**src/rtl/sw_array_pkg.sv**
```systemverilog
// shared constants for the switch array serial link
package sw_array_pkg;
	localparam int CHANNELS = 32;
	localparam int LAST_STAGE = 31;
	localparam logic [31:0] SHIFT_RESET = 32'h0000_0000;
	localparam logic [31:0] LATCH_RESET = 32'h0000_0000;
	// serial clock rate limit and derived half period in system clocks
	localparam int SYS_CLK_HZ = 20_000_000;
	localparam int SCLK_MAX_HZ = 66_000_000;
	localparam int SCLK_HALF_CYC = (SYS_CLK_HZ / (2 * SCLK_MAX_HZ)) < 1 ? 1 : (SYS_CLK_HZ / (2 * SCLK_MAX_HZ));
	localparam logic [7:0] HALF_CNT_RESET = 8'h00;
	localparam logic [15:0] BIT_CNT_RESET = 16'h0000;
endpackage

```
**src/rtl/sw_link_if.sv**
```systemverilog
// serial link between controller and switch array chain
`timescale 1ns/1ns
interface sw_link_if;
	logic sclk;
	logic sdata_in;
	logic sdata_out;
	logic latch_load_n;
	logic latch_clear;
	modport array_end (input sclk, input sdata_in, input latch_load_n, input latch_clear, output sdata_out);
	modport ctrl_end (output sclk, output sdata_in, output latch_load_n, output latch_clear, input sdata_out);
endinterface

```
**src/rtl/sw_array_dev.sv**
```systemverilog
// switch array end: 32-stage shift register, output latches, clear
`timescale 1ns/1ns
module sw_array_dev
	import sw_array_pkg::*;
#(
	parameter int WIDTH = CHANNELS
)
(
	// clock and reset
	input wire logic sys_clk_i,
	input wire logic sys_rst_i,
	// serial link
	sw_link_if.array_end link,
	// switch drive, bit 0 = first terminal, top bit = last terminal
	output logic [WIDTH-1:0] switch_on_o,
	output logic [WIDTH-1:0] shift_state_o
);
	// two-flop synchronisers, one pair per link input pin
	logic [1:0] sclk_sync_r;
	logic [1:0] sclk_sync_nxt;
	logic [1:0] din_sync_r;
	logic [1:0] din_sync_nxt;
	logic [1:0] load_sync_r;
	logic [1:0] load_sync_nxt;
	logic [1:0] clr_sync_r;
	logic [1:0] clr_sync_nxt;
	// edge detectors behind the second stage
	logic sclk_prev_r;
	logic sclk_prev_nxt;
	logic load_prev_r;
	logic load_prev_nxt;
	// strobes decoded from the synchronised pins
	logic sclk_rise;
	logic load_fall;
	logic load_open;
	logic clr_level;
	logic din_bit;
	// shift register and the serial output behind it
	logic [WIDTH-1:0] shift_r;
	logic [WIDTH-1:0] shift_nxt;
	logic dout_r;
	logic dout_nxt;
	// output latches, one per switch, and the switch drive
	logic [WIDTH-1:0] latch_r;
	wire logic [WIDTH-1:0] latch_nxt;
	logic [WIDTH-1:0] switch_nxt;

	// pins come from another device: two flops before any logic reads them
	always_comb
	begin
		sclk_sync_nxt = {sclk_sync_r[0], link.sclk};
		din_sync_nxt = {din_sync_r[0], link.sdata_in};
		load_sync_nxt = {load_sync_r[0], link.latch_load_n};
		clr_sync_nxt = {clr_sync_r[0], link.latch_clear};
	end

	// reset to idle pin levels, so no false edge follows reset
	always_ff @(posedge sys_clk_i)
	begin
		if (sys_rst_i)
		begin
			sclk_sync_r <= 2'h0;
			din_sync_r <= 2'h0;
			load_sync_r <= 2'h3;
			clr_sync_r <= 2'h0;
		end
		else
		begin
			sclk_sync_r <= sclk_sync_nxt;
			din_sync_r <= din_sync_nxt;
			load_sync_r <= load_sync_nxt;
			clr_sync_r <= clr_sync_nxt;
		end
	end

	// edge detectors read only the second synchroniser stage
	always_comb
	begin
		sclk_prev_nxt = sclk_sync_r[1];
		load_prev_nxt = load_sync_r[1];
	end

	// idle levels: serial clock low, latch load high
	always_ff @(posedge sys_clk_i)
	begin
		if (sys_rst_i)
		begin
			sclk_prev_r <= 1'b0;
			load_prev_r <= 1'b1;
		end
		else
		begin
			sclk_prev_r <= sclk_prev_nxt;
			load_prev_r <= load_prev_nxt;
		end
	end

	// strobes: each edge is one system clock wide
	always_comb
	begin
		sclk_rise = sclk_sync_r[1] & ~sclk_prev_r;
		load_fall = ~load_sync_r[1] & load_prev_r;
		load_open = load_fall | ~load_sync_r[1];
		clr_level = clr_sync_r[1];
		din_bit = din_sync_r[1];
	end

	// rising serial clock moves every stage up by one; clear has no say here
	always_comb
	begin
		shift_nxt = shift_r;
		if (sclk_rise)
			shift_nxt = {shift_r[WIDTH-2:0], din_bit};
	end

	// register view leaves on the same edge as the register
	always_ff @(posedge sys_clk_i)
	begin
		if (sys_rst_i)
		begin
			shift_r <= SHIFT_RESET[WIDTH-1:0];
			shift_state_o <= SHIFT_RESET[WIDTH-1:0];
		end
		else
		begin
			shift_r <= shift_nxt;
			shift_state_o <= shift_nxt;
		end
	end

	// serial output tracks the last stage, moving with the register
	always_comb
	begin
		dout_nxt = shift_nxt[WIDTH-1];
	end

	// registered so the next device in a chain sees a clean level
	always_ff @(posedge sys_clk_i)
	begin
		if (sys_rst_i)
		begin
			dout_r <= SHIFT_RESET[WIDTH-1];
		end
		else
		begin
			dout_r <= dout_nxt;
		end
	end

	// one latch per switch: clear wins, an open load follows the register, else hold
	for (genvar ch = 0; ch < WIDTH; ch++)
	begin : g_latch
		assign latch_nxt[ch] = clr_level ? 1'b0 :
			load_open ? shift_nxt[ch] :
			latch_r[ch];
	end

	// latch state
	always_ff @(posedge sys_clk_i)
	begin
		if (sys_rst_i)
		begin
			latch_r <= LATCH_RESET[WIDTH-1:0];
		end
		else
		begin
			latch_r <= latch_nxt;
		end
	end

	// each switch bit copies its own latch, 1 = on
	always_comb
	begin
		switch_nxt = latch_nxt;
	end

	// switch drive leaves a flip-flop, no logic between latch and port
	always_ff @(posedge sys_clk_i)
	begin
		if (sys_rst_i)
		begin
			switch_on_o <= LATCH_RESET[WIDTH-1:0];
		end
		else
		begin
			switch_on_o <= switch_nxt;
		end
	end

	// serial output pin for the next device or a read-back
	assign link.sdata_out = dout_r;
endmodule

```
**src/flat_wrapper.sv**
```systemverilog
// flat-port wrapper written by rule: the top's interface ports become plain ports
module sw_array_dev_flat import sw_array_pkg::*;
#(
	parameter int WIDTH = CHANNELS
)
  (sys_clk_i, sys_rst_i, switch_on_o, shift_state_o, link_sclk, link_sdata_in, link_latch_load_n, link_latch_clear, link_sdata_out);
  sw_link_if link_i ();
  input wire logic sys_clk_i;
  input wire logic sys_rst_i;
  output logic [WIDTH-1:0] switch_on_o;
  output logic [WIDTH-1:0] shift_state_o;
  input wire logic [$bits(link_i.sclk)-1:0] link_sclk;
  input wire logic [$bits(link_i.sdata_in)-1:0] link_sdata_in;
  input wire logic [$bits(link_i.latch_load_n)-1:0] link_latch_load_n;
  input wire logic [$bits(link_i.latch_clear)-1:0] link_latch_clear;
  output wire logic [$bits(link_i.sdata_out)-1:0] link_sdata_out;
  assign link_i.sclk = link_sclk;
  assign link_i.sdata_in = link_sdata_in;
  assign link_i.latch_load_n = link_latch_load_n;
  assign link_i.latch_clear = link_latch_clear;
  assign link_sdata_out = link_i.sdata_out;
  sw_array_dev #(.WIDTH(WIDTH)) u_core (.sys_clk_i(sys_clk_i), .sys_rst_i(sys_rst_i), .link(link_i), .switch_on_o(switch_on_o), .shift_state_o(shift_state_o));
endmodule
```
**config.mk**
```make
export PLATFORM = sky130hd
export DESIGN_NAME = sw_array_dev_flat
export DESIGN_NICKNAME = d
export VERILOG_FILES = /design/src/rtl/sw_array_pkg.sv /design/src/rtl/sw_link_if.sv /design/src/rtl/sw_array_dev.sv /design/src/flat_wrapper.sv
export SDC_FILE = /design/constraint.sdc
export NUM_CORES = 1
export LEC_CHECK = 0
export BUFFER_PORTS_ARGS = -buffer_cell sky130_fd_sc_hd__buf_2
export CORE_UTILIZATION = 45
export DETAILED_ROUTE_END_ITERATION = 8
export PLACE_DENSITY = 0.77
export SYNTH_ARGS = -nofsm -noshare
export SYNTH_HDL_FRONTEND = slang
export SYNTH_SLANG_ARGS = --single-unit
```
**constraint.sdc**
```tcl
create_clock -name sys_clk_i -period 2.1 [get_ports sys_clk_i]
set_clock_uncertainty 0.15 [all_clocks]
set_input_delay 0.105 -clock sys_clk_i [delete_from_list [all_inputs] [get_ports sys_clk_i]]
set_output_delay 0.105 -clock sys_clk_i [all_outputs]
set_load 0.01 [all_outputs]
```
==> summary.md, run 1 <==
| Metric | Value |
|---|---|
| Post-DP HPWL | 3090 um |
| # clock sinks | 73 |
| Clock buffer depth | 2 |
| CP arrival | 1.55 ns |
| Share of cells above drive strength 1 | 0.295 |
| Hold EP | u_core.latch_r[8]$_SDFFE_PP0P_ |
| Critical path class | reg2reg |
| RSZ-0062 raised after global routing | false |
| Layout area overhead | 22.2% |
| Crit-path cells | nor2b_4 > buf_4 > mux2i_1 > a21oi_1 |
| Register area share after synthesis | 0.599 |
| Mean Syn Cell Area | 10.5 um2 |
| Crit path time final | 1.48 ns |
| Worst r2r path cells | 4 |
| Placer Congestion | 0.780 |
| Synth Cell Area | 2440 um2 |
| Reg-to-reg endpoint | u_core.latch_r[14]$_SDFFE_PP0P_ |
| Die area | 5720 um2 |
| Drt initial violations | 106 |
| Worst slew pin tran | 0.423 ns |
| Synthesized instance count | 232 |
| Slowest CP cell | dfxtp_1 |
| CP Depth | 4 |
| Dpl ws | 0.660 ns |
| IO Count | 71 |
| Worst Path Buf+Inv | 1 |
| Via count | 1,833 |
| Setup Viol. Count Final | 0 |
| CTS buffer count | 9 |
| Placed Instances | 358 |
| FF-to-FF Start | u_core.sclk_sync_r[1]$_SDFF_PP0_ |
| Max frequency | 676 MHz |
| Pleak | 0.00134 uW |
| Yosys cell types | 16 |
| Nets@finish | 309 |
| P per Cell Area | 825 nW/um2 |
| Final ANT Viol Nets | 0 |
| Layout Cells excl Fill | 375 |
| Post-route cell area | 2980 um2 |
| Hold Path Cell Cnt | 5 |
| Pin count of the biggest net entering global routing | 42 |
| Post_cts resized | 0 |
| Setup_tns | 0 ns |
| Crit end category | register |
| First-pass GRT wire length | 7530 um |
| DRT Pass-1 Iters | 4 |
| Status | complete, no violations |
| CTS H-tree lvls | 3 |
| R2R setup slack | 0.62 ns |
| Maxcap violations | 0 |
| Clk Tree Root Cell | clkbuf_8 |
| Rel. slew slack | 0.718 |
| Vias in the first global route | 1,673 |
| Crit path max fanout | 20 |
| Synth Net Count | 238 |
| Avg WL per Cell | 12.7 um |
| CTS tree | done |
| Final hold vios | 0 |
| DP Area | 2790 um2 |
| Clk_lat worst skew | 0.33 ns |
| DR vias/cell | 4.89 |
| Clock-pin slew on the worst setup and hold paths | 0.07 ns |
| Height of the die | 75.7 um |
| Die Wd | 75.7 um |
| Drt drc | 0 |
| Site Rows | 26 |
| Worst path required time | 2.17 ns |
| VDD IR max | 0.341 mV |
| Antenna violations before repair | 0 |
| Largest cells by area after synthesis | dfxtp_1 60%, mux2i_1 13%, a21oi_1 6.6% |
| Congestion Overflow GR | 0 |
| Synth warn | 0 |
| Min-delay worst type | in2reg |
| Core box area | 5170 um2 |
| HP Start | sys_rst_i |
| Slowest Stage Delay on Critical Path | 0.33 ns |
| Detailed Route WL | 4780 um |
| Pins Over Slew Limit | 0 |
| CP Launch Type | register |
| Crit share post-route | 0.705 |
| Initial core utilization | 0.472 |
| Antenna Cells | 0 |
| Register bit total from synthesis | 73 |
| Port bufs | 70 |
| Area leader, netlist | dfxtp_1 |
| Final worst slack | 0.620 ns |
| Top delay family on crit path | flip-flops |
| GR Util All Layers | 0.183 |
| Top-area cell type share of the netlist area | 0.599 |
final cells by class:
| type | instances | area [um2] |
|---|---|---|
| Fill cell | 459 | 2190 |
| Inverter | 1 | 3.75 |
| Tap cell | 70 | 87.6 |
| Multi-Input combinational cell | 139 | 840 |
| Clock inverter | 1 | 5.00 |
| Sequential cell | 73 | 1460 |
| Clock buffer | 12 | 145 |
| Timing Repair Buffer | 79 | 440 |
Yosys cell counts:
cell type	count
dfxtp_1	73
a21oi_1	32
mux2i_1	32
nor2_1	32
o21ai_0	32
clkbuf_1	10
nor2b_1	6
buf_2	4
buf_12	3
or2_1	2
buf_4	1
buf_6	1
inv_2	1
nor2_2	1
nor2b_2	1
nor2b_4	1
worst min-delay path: cells and delay by family:
family	cells	cell delay (ns)
simple gates	1	0.03
buf+inv	2	0.32
compound gates	2	0.14
metrics by stage:
stage               total power (uW)   util  hold slack [ns]
floorplan                       1560      -           0.0521
global placement                1600  0.540            0.134
detailed placement              1600  0.540            0.135
CTS                             2490  0.577            0.149
global route                    2580  0.577            0.188
finish                          2460  0.577            0.169
logic make-up (layout without fill, tap and decap cells):
logic type | after synthesis | in the layout | synth area share
AOI/OAI and AO/OA | 64 | 64 | 0.131
buffers and inverters | 20 | 93 | 0.0574
DFF | 73 | 73 | 0.599
muxes | 32 | 32 | 0.131
and+or+nand+nor | 43 | 43 | 0.0815
report_power, final:
part           internal, uW  switching [uW]  total (uW)  leakage [uW]
clock network           440             441         882     0.0000782
registers              1420            14.9        1430      0.000593
logic                  60.3            84.5         145      0.000670
total                  1920             541        2460       0.00134
worst max-delay path by stage:
stage	slack, ns	endpoint	startpoint
2_1_floorplan	0.84	u_core.latch_r[10]$_SDFFE_PP0P_	u_core.sclk_sync_r[1]$_SDFF_PP0_
5_1_grt	0.55	u_core.latch_r[14]$_SDFFE_PP0P_	u_core.sclk_sync_r[1]$_SDFF_PP0_
4_1_cts	0.63	u_core.latch_r[14]$_SDFFE_PP0P_	u_core.sclk_sync_r[1]$_SDFF_PP0_
3_3_place_gp	0.69	u_core.latch_r[14]$_SDFFE_PP0P_	u_core.sclk_sync_r[1]$_SDFF_PP0_
3_5_place_dp	0.66	u_core.latch_r[14]$_SDFFE_PP0P_	u_core.sclk_sync_r[1]$_SDFF_PP0_
6_report	0.62	u_core.latch_r[14]$_SDFFE_PP0P_	u_core.sclk_sync_r[1]$_SDFF_PP0_
state kept, by name, summed over array words and instances, names as in the netlist:
| name | cells |
|---|---|
| u_core.latch_r | 32 |
| u_core.shift_state_o | 31 |
| u_core.din_sync_r | 2 |
| u_core.sclk_sync_r | 2 |
| u_core.clr_sync_r | 2 |
| u_core.load_sync_r | 2 |
| u_core.link.sdata_out | 1 |
| u_core.sclk_prev_r | 1 |
per-layer routing:
layer / part of all wire / vias to the layer above / track usage
li1: - / 925 / -
met1: 0.47 / 848 / 0.214
met2: 0.46 / 51 / 0.294
met3: 0.038 / 9 / 0.0397
met4: 0.028 / 0 / 0.138
met5: 0 / - / 0
placed cells by master, fill, tap and decap left out, drive strengths merged:
master	Yosys	layout
dlygate4sd3	0	4
a21oi	32	32
mux2i	32	32
or2	2	2
inv	1	1
buf	9	75
nor2b	8	8
nor2	33	33
dfxtp	73	73
o21ai	32	32
clkbuf	10	12
clkinv	0	1
what timing repair did:
action | 4_1_cts | 5_1_grt
setup buffers | 0 | 0
hold endpoints to repair | 4 | 0
hold buffers | 4 | 0
No activity file was read; power rests on OpenSTA's default activity.
==> run 2: changes to the inputs <==
--- a/config.mk
+++ b/config.mk
@@ -5,10 +5,11 @@
 export SDC_FILE = /design/constraint.sdc
 export NUM_CORES = 1
 export LEC_CHECK = 0
+export ABC_AREA = 1
 export BUFFER_PORTS_ARGS = -buffer_cell sky130_fd_sc_hd__buf_2
 export CORE_UTILIZATION = 45
 export DETAILED_ROUTE_END_ITERATION = 8
-export PLACE_DENSITY = 0.77
+export PLACE_DENSITY = 0.75
 export SYNTH_ARGS = -nofsm -noshare
 export SYNTH_HDL_FRONTEND = slang
 export SYNTH_SLANG_ARGS = --single-unit
==> constraint.sdc (replaced) <==
create_clock -name sys_clk_i -period 1.4 [get_ports sys_clk_i]
set_clock_uncertainty 0.15 [all_clocks]
set_input_delay 0.07 -clock sys_clk_i [delete_from_list [all_inputs] [get_ports sys_clk_i]]
set_output_delay 0.07 -clock sys_clk_i [all_outputs]
set_load 0.01 [all_outputs]
==> run 2 against run 1 <==
  * Cell count grew 41%
  * Via count grew 38%
  * Sequential share of layout area shrank 7.3 points
  * Critical path type unchanged
  * Highest routed layer unchanged
==> summary.md, run 2 <==
| Metric | Value |
|---|---|
| Post-synth EDFFs | 0 |
| Crit end category | register |
| Min-delay worst type | in2reg |
| M2 GR Usage | 0.333 |
| Height of the die | 81.4 um |
| Clock-pin slew on the worst setup and hold paths | 0.07 ns |
| # clock sinks | 73 |
| GR Util All Layers | 0.205 |
| RSZ-0062 raised after global routing | false |
| CP Launch Type | register |
| Reg power frac | 0.545 |
| Drt initial violations | 86 |
| Top Usage Layer GRT | met2 |
| Site Rows | 28 |
| P per Cell Area | 1130 nW/um2 |
| Worst r2r path cells | 7 |
| Pins Over Slew Limit | 0 |
| Detailed Route WL | 6130 um |
| Global Route met1 Usage | 0.260 |
| CTS buffer count | 9 |
| Layout Utilization | 0.585 |
| Hold slack | 0.0767 ns |
| Share of cells above drive strength 1 | 0.289 |
| Clock buffer depth | 2 |
| Sw Ratio | 0.239 |
| Core box area | 5990 um2 |
| Port bufs | 70 |
| CTS H-tree lvls | 3 |
| Crit share post-route | 0.887 |
| CTS tree | done |
| Synth async-reset ratio | 0 |
| Commonest non-fill, non-tap cell in the layout | dfxtp_1 |
| CP arrival | 1.32 ns |
| Max frequency | 805 MHz |
| Met3 GRT Util | 0.0489 |
| Setup_tns | 0 ns |
| Congestion Overflow GR | 0 |
| Clock share of power | 0.368 |
| Drt drc | 0 |
| Final hold vios | 0 |
| Largest cells by area after synthesis | dfxtp_1 51%, nand3_1 11%, nand2_1 8.6% |
| DRT Pass-1 Iters | 4 |
| Hold Path Cell Cnt | 3 |
| Vias in the first global route | 2,347 |
| Synthesized instance count | 375 |
| Final ANT Viol Nets | 0 |
| Register bit total from synthesis | 73 |
| Layout area overhead | 23.3% |
| DR vias/cell | 4.78 |
| R2R setup slack | 0.16 ns |
| Yosys cell types | 16 |
| Critical path class | reg2reg |
| VDD IR max | 0.588 mV |
| Clk_lat worst skew | 0.33 ns |
| Post-CTS Setup Bufs | 0 |
| Pin count of the biggest net entering global routing | 33 |
| Antenna Cells | 0 |
| Die Wd | 81.4 um |
| Worst slew pin tran | 0.315 ns |
| Synth warn | 0 |
| Die area | 6630 um2 |
| Placer Congestion | 0.797 |
| Count leader, synth | dfxtp_1 |
| Combinational fraction of design power | 0.087 |
| Largest Register | u_core.latch_r |
| Area leader, netlist | dfxtp_1 |
| Largest register FFs | 32 |
| Antenna violations before repair | 0 |
| Rel. slew slack | 0.790 |
| HP Start | sys_rst_i |
| FF-to-FF Start | u_core.sclk_prev_r$_SDFF_PP0_ |
| Post-DP HPWL | 4190 um |
| Most frequent cells in the layout | 73 x dfxtp_1, 70 x buf_2, 65 x nand2_1 |
| P_int | 3010 uW |
| Crit path time final | 1.24 ns |
| Mean Syn Cell Area | 7.57 um2 |
| Reg-to-reg endpoint | u_core.latch_r[29]$_SDFFE_PP0P_ |
| Top cells by count, synth | 73 x dfxtp_1, 65 x nand2_1, 64 x nand3_1 |
| Pleak | 0.00172 uW |
| Initial core utilization | 0.474 |
| Clk Tree Root Cell | clkbuf_8 |
| Worst path required time | 1.48 ns |
| Synth Net Count | 381 |
| IO Count | 71 |
| Hold EP | u_core.sclk_prev_r$_SDFF_PP0_ |
| Nets@finish | 454 |
| Top flop regs | u_core.latch_r x32, u_core.shift_state_o x31 |
| Maxcap violations | 0 |
| P_sw | 942 uW |
| First-pass GRT wire length | 10,300 um |
| Avg WL per Cell | 11.6 um |
| Status | complete, no violations |
| Register area share after synthesis | 0.515 |
| Crit path max fanout | 23 |
| Synth Cell Area | 2840 um2 |
| Setup Viol. Count Final | 0 |
| Via count | 2,524 |
| Power Total | 3950 uW |
| Top-area cell type share of the netlist area | 0.515 |
| Prevailing post-synth register cell | dfxtp_1 |
==> run 2: cell count changes in the layout (fill, tap and decap cells not counted), sizes merged, moves of 8 or more <==
cell   delta
nand2    +65
o21ai    -32
nand3    +64
mux2i    -32
buf       +9
nor2b     -8
inv      +40
nor2     +38
==> run 2: worst max-delay path by stage <==
stage,startpoint,endpoint,depth (start not counted)
2_1_floorplan,u_core.sclk_sync_r[1]$_SDFF_PP0_,u_core.latch_r[10]$_SDFFE_PP0P_,6
5_1_grt,u_core.sclk_prev_r$_SDFF_PP0_,u_core.latch_r[26]$_SDFFE_PP0P_,7
3_5_place_dp,u_core.sclk_prev_r$_SDFF_PP0_,u_core.latch_r[29]$_SDFFE_PP0P_,7
3_3_place_gp,u_core.sclk_prev_r$_SDFF_PP0_,u_core.latch_r[27]$_SDFFE_PP0P_,7
4_1_cts,u_core.sclk_prev_r$_SDFF_PP0_,u_core.latch_r[29]$_SDFFE_PP0P_,7
6_report,u_core.sclk_prev_r$_SDFF_PP0_,u_core.latch_r[29]$_SDFFE_PP0P_,7
==> run 2: area by class of cell <==
cell class                      instances  area (um2)
Fill cell                             550        2490
Clock inverter                          2        12.5
Inverter                               41         154
Multi-Input combinational cell        235        1080
Timing Repair Buffer                   88         533
Clock buffer                           14         163
Sequential cell                        73        1460
Tap cell                               75        93.8
==> run 2: logic make-up (layout without fill, tap and decap cells) <==
group                  count (synthesis)  after routing  synth area share
AOI/OAI and AO/OA                     32             32            0.0564
and+or+nand+nor                      203            203             0.326
buffers and inverters                 67            145             0.104
DFF                                   73             73             0.515
==> run 2: repair_timing <==
item                                   CTS  global route
hold buffers                             4             0
endpoints found under the hold margin    4             0
setup endpoints to repair                0             0
gates resized for setup                  0             0
==> run 2: per-stage QoR <==
stage	setup WS (ns)	area [um2]	std cells
5_1_grt	0.0525	3500	528
4_1_cts	0.159	3500	528
6_report	0.158	3500	528
2_1_floorplan	0.206	2840	375
3_5_place_dp	0.184	3290	508
3_3_place_gp	0.226	3290	508
==> run 2: critical path: stages, from the launching register on <==
cell     delay, ns
dfxtp_1       0.30
inv_1         0.09
nand2_1       0.08
buf_4         0.22
nand2_1       0.11
nand3_1       0.08
nand2_1       0.07
inv_1         0.04
==> run 2: power by group through the flow <==
stage | Clock [uW] | Sequential (uW) | Combinational [uW]
after floorplan | 0 | 2220 | 215
after global placement | 0 | 2200 | 331
after detailed placement | 0 | 2200 | 337
after CTS | 1500 | 2150 | 347
after global routing | 1610 | 2160 | 386
final | 1450 | 2150 | 344
==> run 2: metal layers <==
| layer | routed length, um | part of all wire |
|---|---|---|
| met1 | 2810 | 0.46 |
| met2 | 2940 | 0.48 |
| met3 | 341 | 0.056 |
| met4 | 42 | 0.0069 |
| met5 | 0 | 0 |
==> run 3: changes to the inputs <==
--- a/config.mk
+++ b/config.mk
@@ -7,9 +7,9 @@
 export LEC_CHECK = 0
 export ABC_AREA = 1
 export BUFFER_PORTS_ARGS = -buffer_cell sky130_fd_sc_hd__buf_2
-export CORE_UTILIZATION = 45
+export CORE_UTILIZATION = 40
 export DETAILED_ROUTE_END_ITERATION = 8
-export PLACE_DENSITY = 0.75
+export PLACE_DENSITY = 0.69
 export SYNTH_ARGS = -nofsm -noshare
 export SYNTH_HDL_FRONTEND = slang
 export SYNTH_SLANG_ARGS = --single-unit
==> run 3 against run 2 <==
  * Clock power is 37% higher
  * Non-clock buffer count is 1 lower
  * Register-to-register slack better by 0.04 ns
  * Via count is 0.16% higher
  * Utilization is 5.9 points lower
  * Largest power group unchanged
==> summary.md, run 3 (synthesis results as in run 2) <==
| Metric | Value |
|---|---|
| Status | complete, no violations |
| # clock sinks | 73 |
| CTS H-tree lvls | 3 |
| DP Area | 3300 um2 |
| Rel. slew slack | 0.804 |
| CTS tree | done |
| First-pass GRT wire length | 10,200 um |
| Most frequent cells in the layout | 73 x dfxtp_1, 70 x buf_2, 65 x nand2_1 |
| Clk Tree Root Cell | clkbuf_8 |
| Placer Congestion | 0.722 |
| Post-DP HPWL | 4160 um |
| Post_cts resized | 0 |
| Final hold vios | 0 |
| Avg WL per Cell | 11.1 um |
| IO Count | 71 |
| Hold Path Cell Cnt | 2 |
| CP Launch Type | input pin |
| Filler cells | 678 |
| Site Rows | 30 |
| Port bufs | 70 |
| Antenna Cells | 0 |
| Clock buffer depth | 2 |
| Nets@finish | 453 |
| R2R setup slack | 0.20 ns |
| CTS buffer count | 9 |
| Final ANT Viol Nets | 0 |
| Worst slew pin tran | 0.294 ns |
| Top flop regs | u_core.latch_r x32, u_core.shift_state_o x31 |
| Share of cells above drive strength 1 | 0.290 |
| Height of the die | 86.3 um |
| Max frequency | 780 MHz |
| Vias in the first global route | 2,372 |
| Pins Over Slew Limit | 0 |
| P per Cell Area | 1250 nW/um2 |
| DR vias/cell | 4.61 |
| RSZ-0062 raised after global routing | false |
| Crit share post-route | 0.916 |
| CP arrival | 1.42 ns |
| Via count | 2,528 |
| Setup_tns | 0 ns |
| Clk_lat worst skew | 0.34 ns |
| Largest Register | u_core.latch_r |
| Die Wd | 86.3 um |
| Worst path required time | 1.54 ns |
| Pin count of the biggest net entering global routing | 48 |
| Setup Viol. Count Final | 0 |
| GR Util All Layers | 0.176 |
| Congestion Overflow GR | 0 |
| Min-delay worst type | reg2reg |
| Post-route cell area | 3590 um2 |
| DRT Pass-1 Iters | 4 |
| Layout area overhead | 26.5% |
| Critical path class | in2reg |
| Initial core utilization | 0.416 |
| Core box area | 6830 um2 |
| Crit end category | register |
| Antenna violations before repair | 0 |
| Largest register FFs | 32 |
| Worst r2r path cells | 5 |
| Detailed Route WL | 6080 um |
| Die area | 7440 um2 |
| VDD IR max | 0.760 mV |
| Pleak | 0.00175 uW |
| Crit path time final | 1.28 ns |
| Commonest non-fill, non-tap cell in the layout | dfxtp_1 |
| Maxcap violations | 0 |
| Crit path max fanout | 16 |
| Drt initial violations | 120 |
| Drt drc | 0 |
| Clock-pin slew on the worst setup and hold paths | 0.07 ns |
run 3: cell count changes in the layout (fill, tap and decap cells not counted):
| cell | change |
|---|---|
| buf_4 | -2 |
| bufinv_16 | +3 |
| clkbuf_1 | -2 |
| clkbuf_8 | -1 |
| dlygate4sd3_1 | +1 |
run 3: final cells by class:
type	instances	area [um2]	area share
clock inverter	5	103	0.0286
multi-input combinational	235	1080	0.302
timing repair buffer	87	528	0.147
clock buffer	11	141	0.0394
sequential	73	1460	0.407
tap	96	120	0.0334
inverter	41	154	0.0428
run 3: timing repair:
action | in CTS | in global routing
hold buffers | 5 | 0
setup buffers | 0 | 0
hold endpoints to repair | 15 | 0
run 3: where the power goes:
group / switching [uW] / internal, uW
sequential: 22.0 / 2130
combinational: 205 / 136
clock: 752 / 1230
total: 979 / 3490
run 3: critical path, cell delays in order:
cell and delay [ns]:
dlygate4sd3_1 0.53, buf_2 0.13, or2_2 0.32, buf_12 0.17, nor2_2 0.08, nand2_1 0.05, inv_1 0.05
run 3: stage by stage:
step	hold slack, ns	total power [uW]	utilization	instances	setup slack, ns
6_report	0.249	4470	0.526	548	0.117
5_1_grt	0.270	4650	0.526	548	0.0311
4_1_cts	0.255	4530	0.526	548	0.130
3_5_place_dp	0.120	2530	0.483	527	0.210
3_3_place_gp	0.118	2530	0.483	527	0.230
2_1_floorplan	0.0238	2430	-	375	0.206
run 3: worst paths after layout:
path | endpoint | from
min | u_core.sclk_sync_r[1]$_SDFF_PP0_ | u_core.sclk_sync_r[0]$_SDFF_PP0_
min reg2reg | u_core.sclk_sync_r[1]$_SDFF_PP0_ | u_core.sclk_sync_r[0]$_SDFF_PP0_
max | u_core.latch_r[22]$_SDFFE_PP0P_ | sys_rst_i
max reg2reg | u_core.latch_r[22]$_SDFFE_PP0P_ | u_core.clr_sync_r[1]$_SDFF_PP0_
run 3: routing by layer:
| layer | global-route usage | share of wire | vias up |
|---|---|---|---|
| met1 | 0.214 | 0.47 | 1126 |
| met3 | 0.0505 | 0.068 | 10 |
| met5 | 0 | 0 | - |
| met2 | 0.293 | 0.45 | 78 |
| met4 | 0.0727 | 0.014 | 0 |
| li1 | - | - | 1314 |
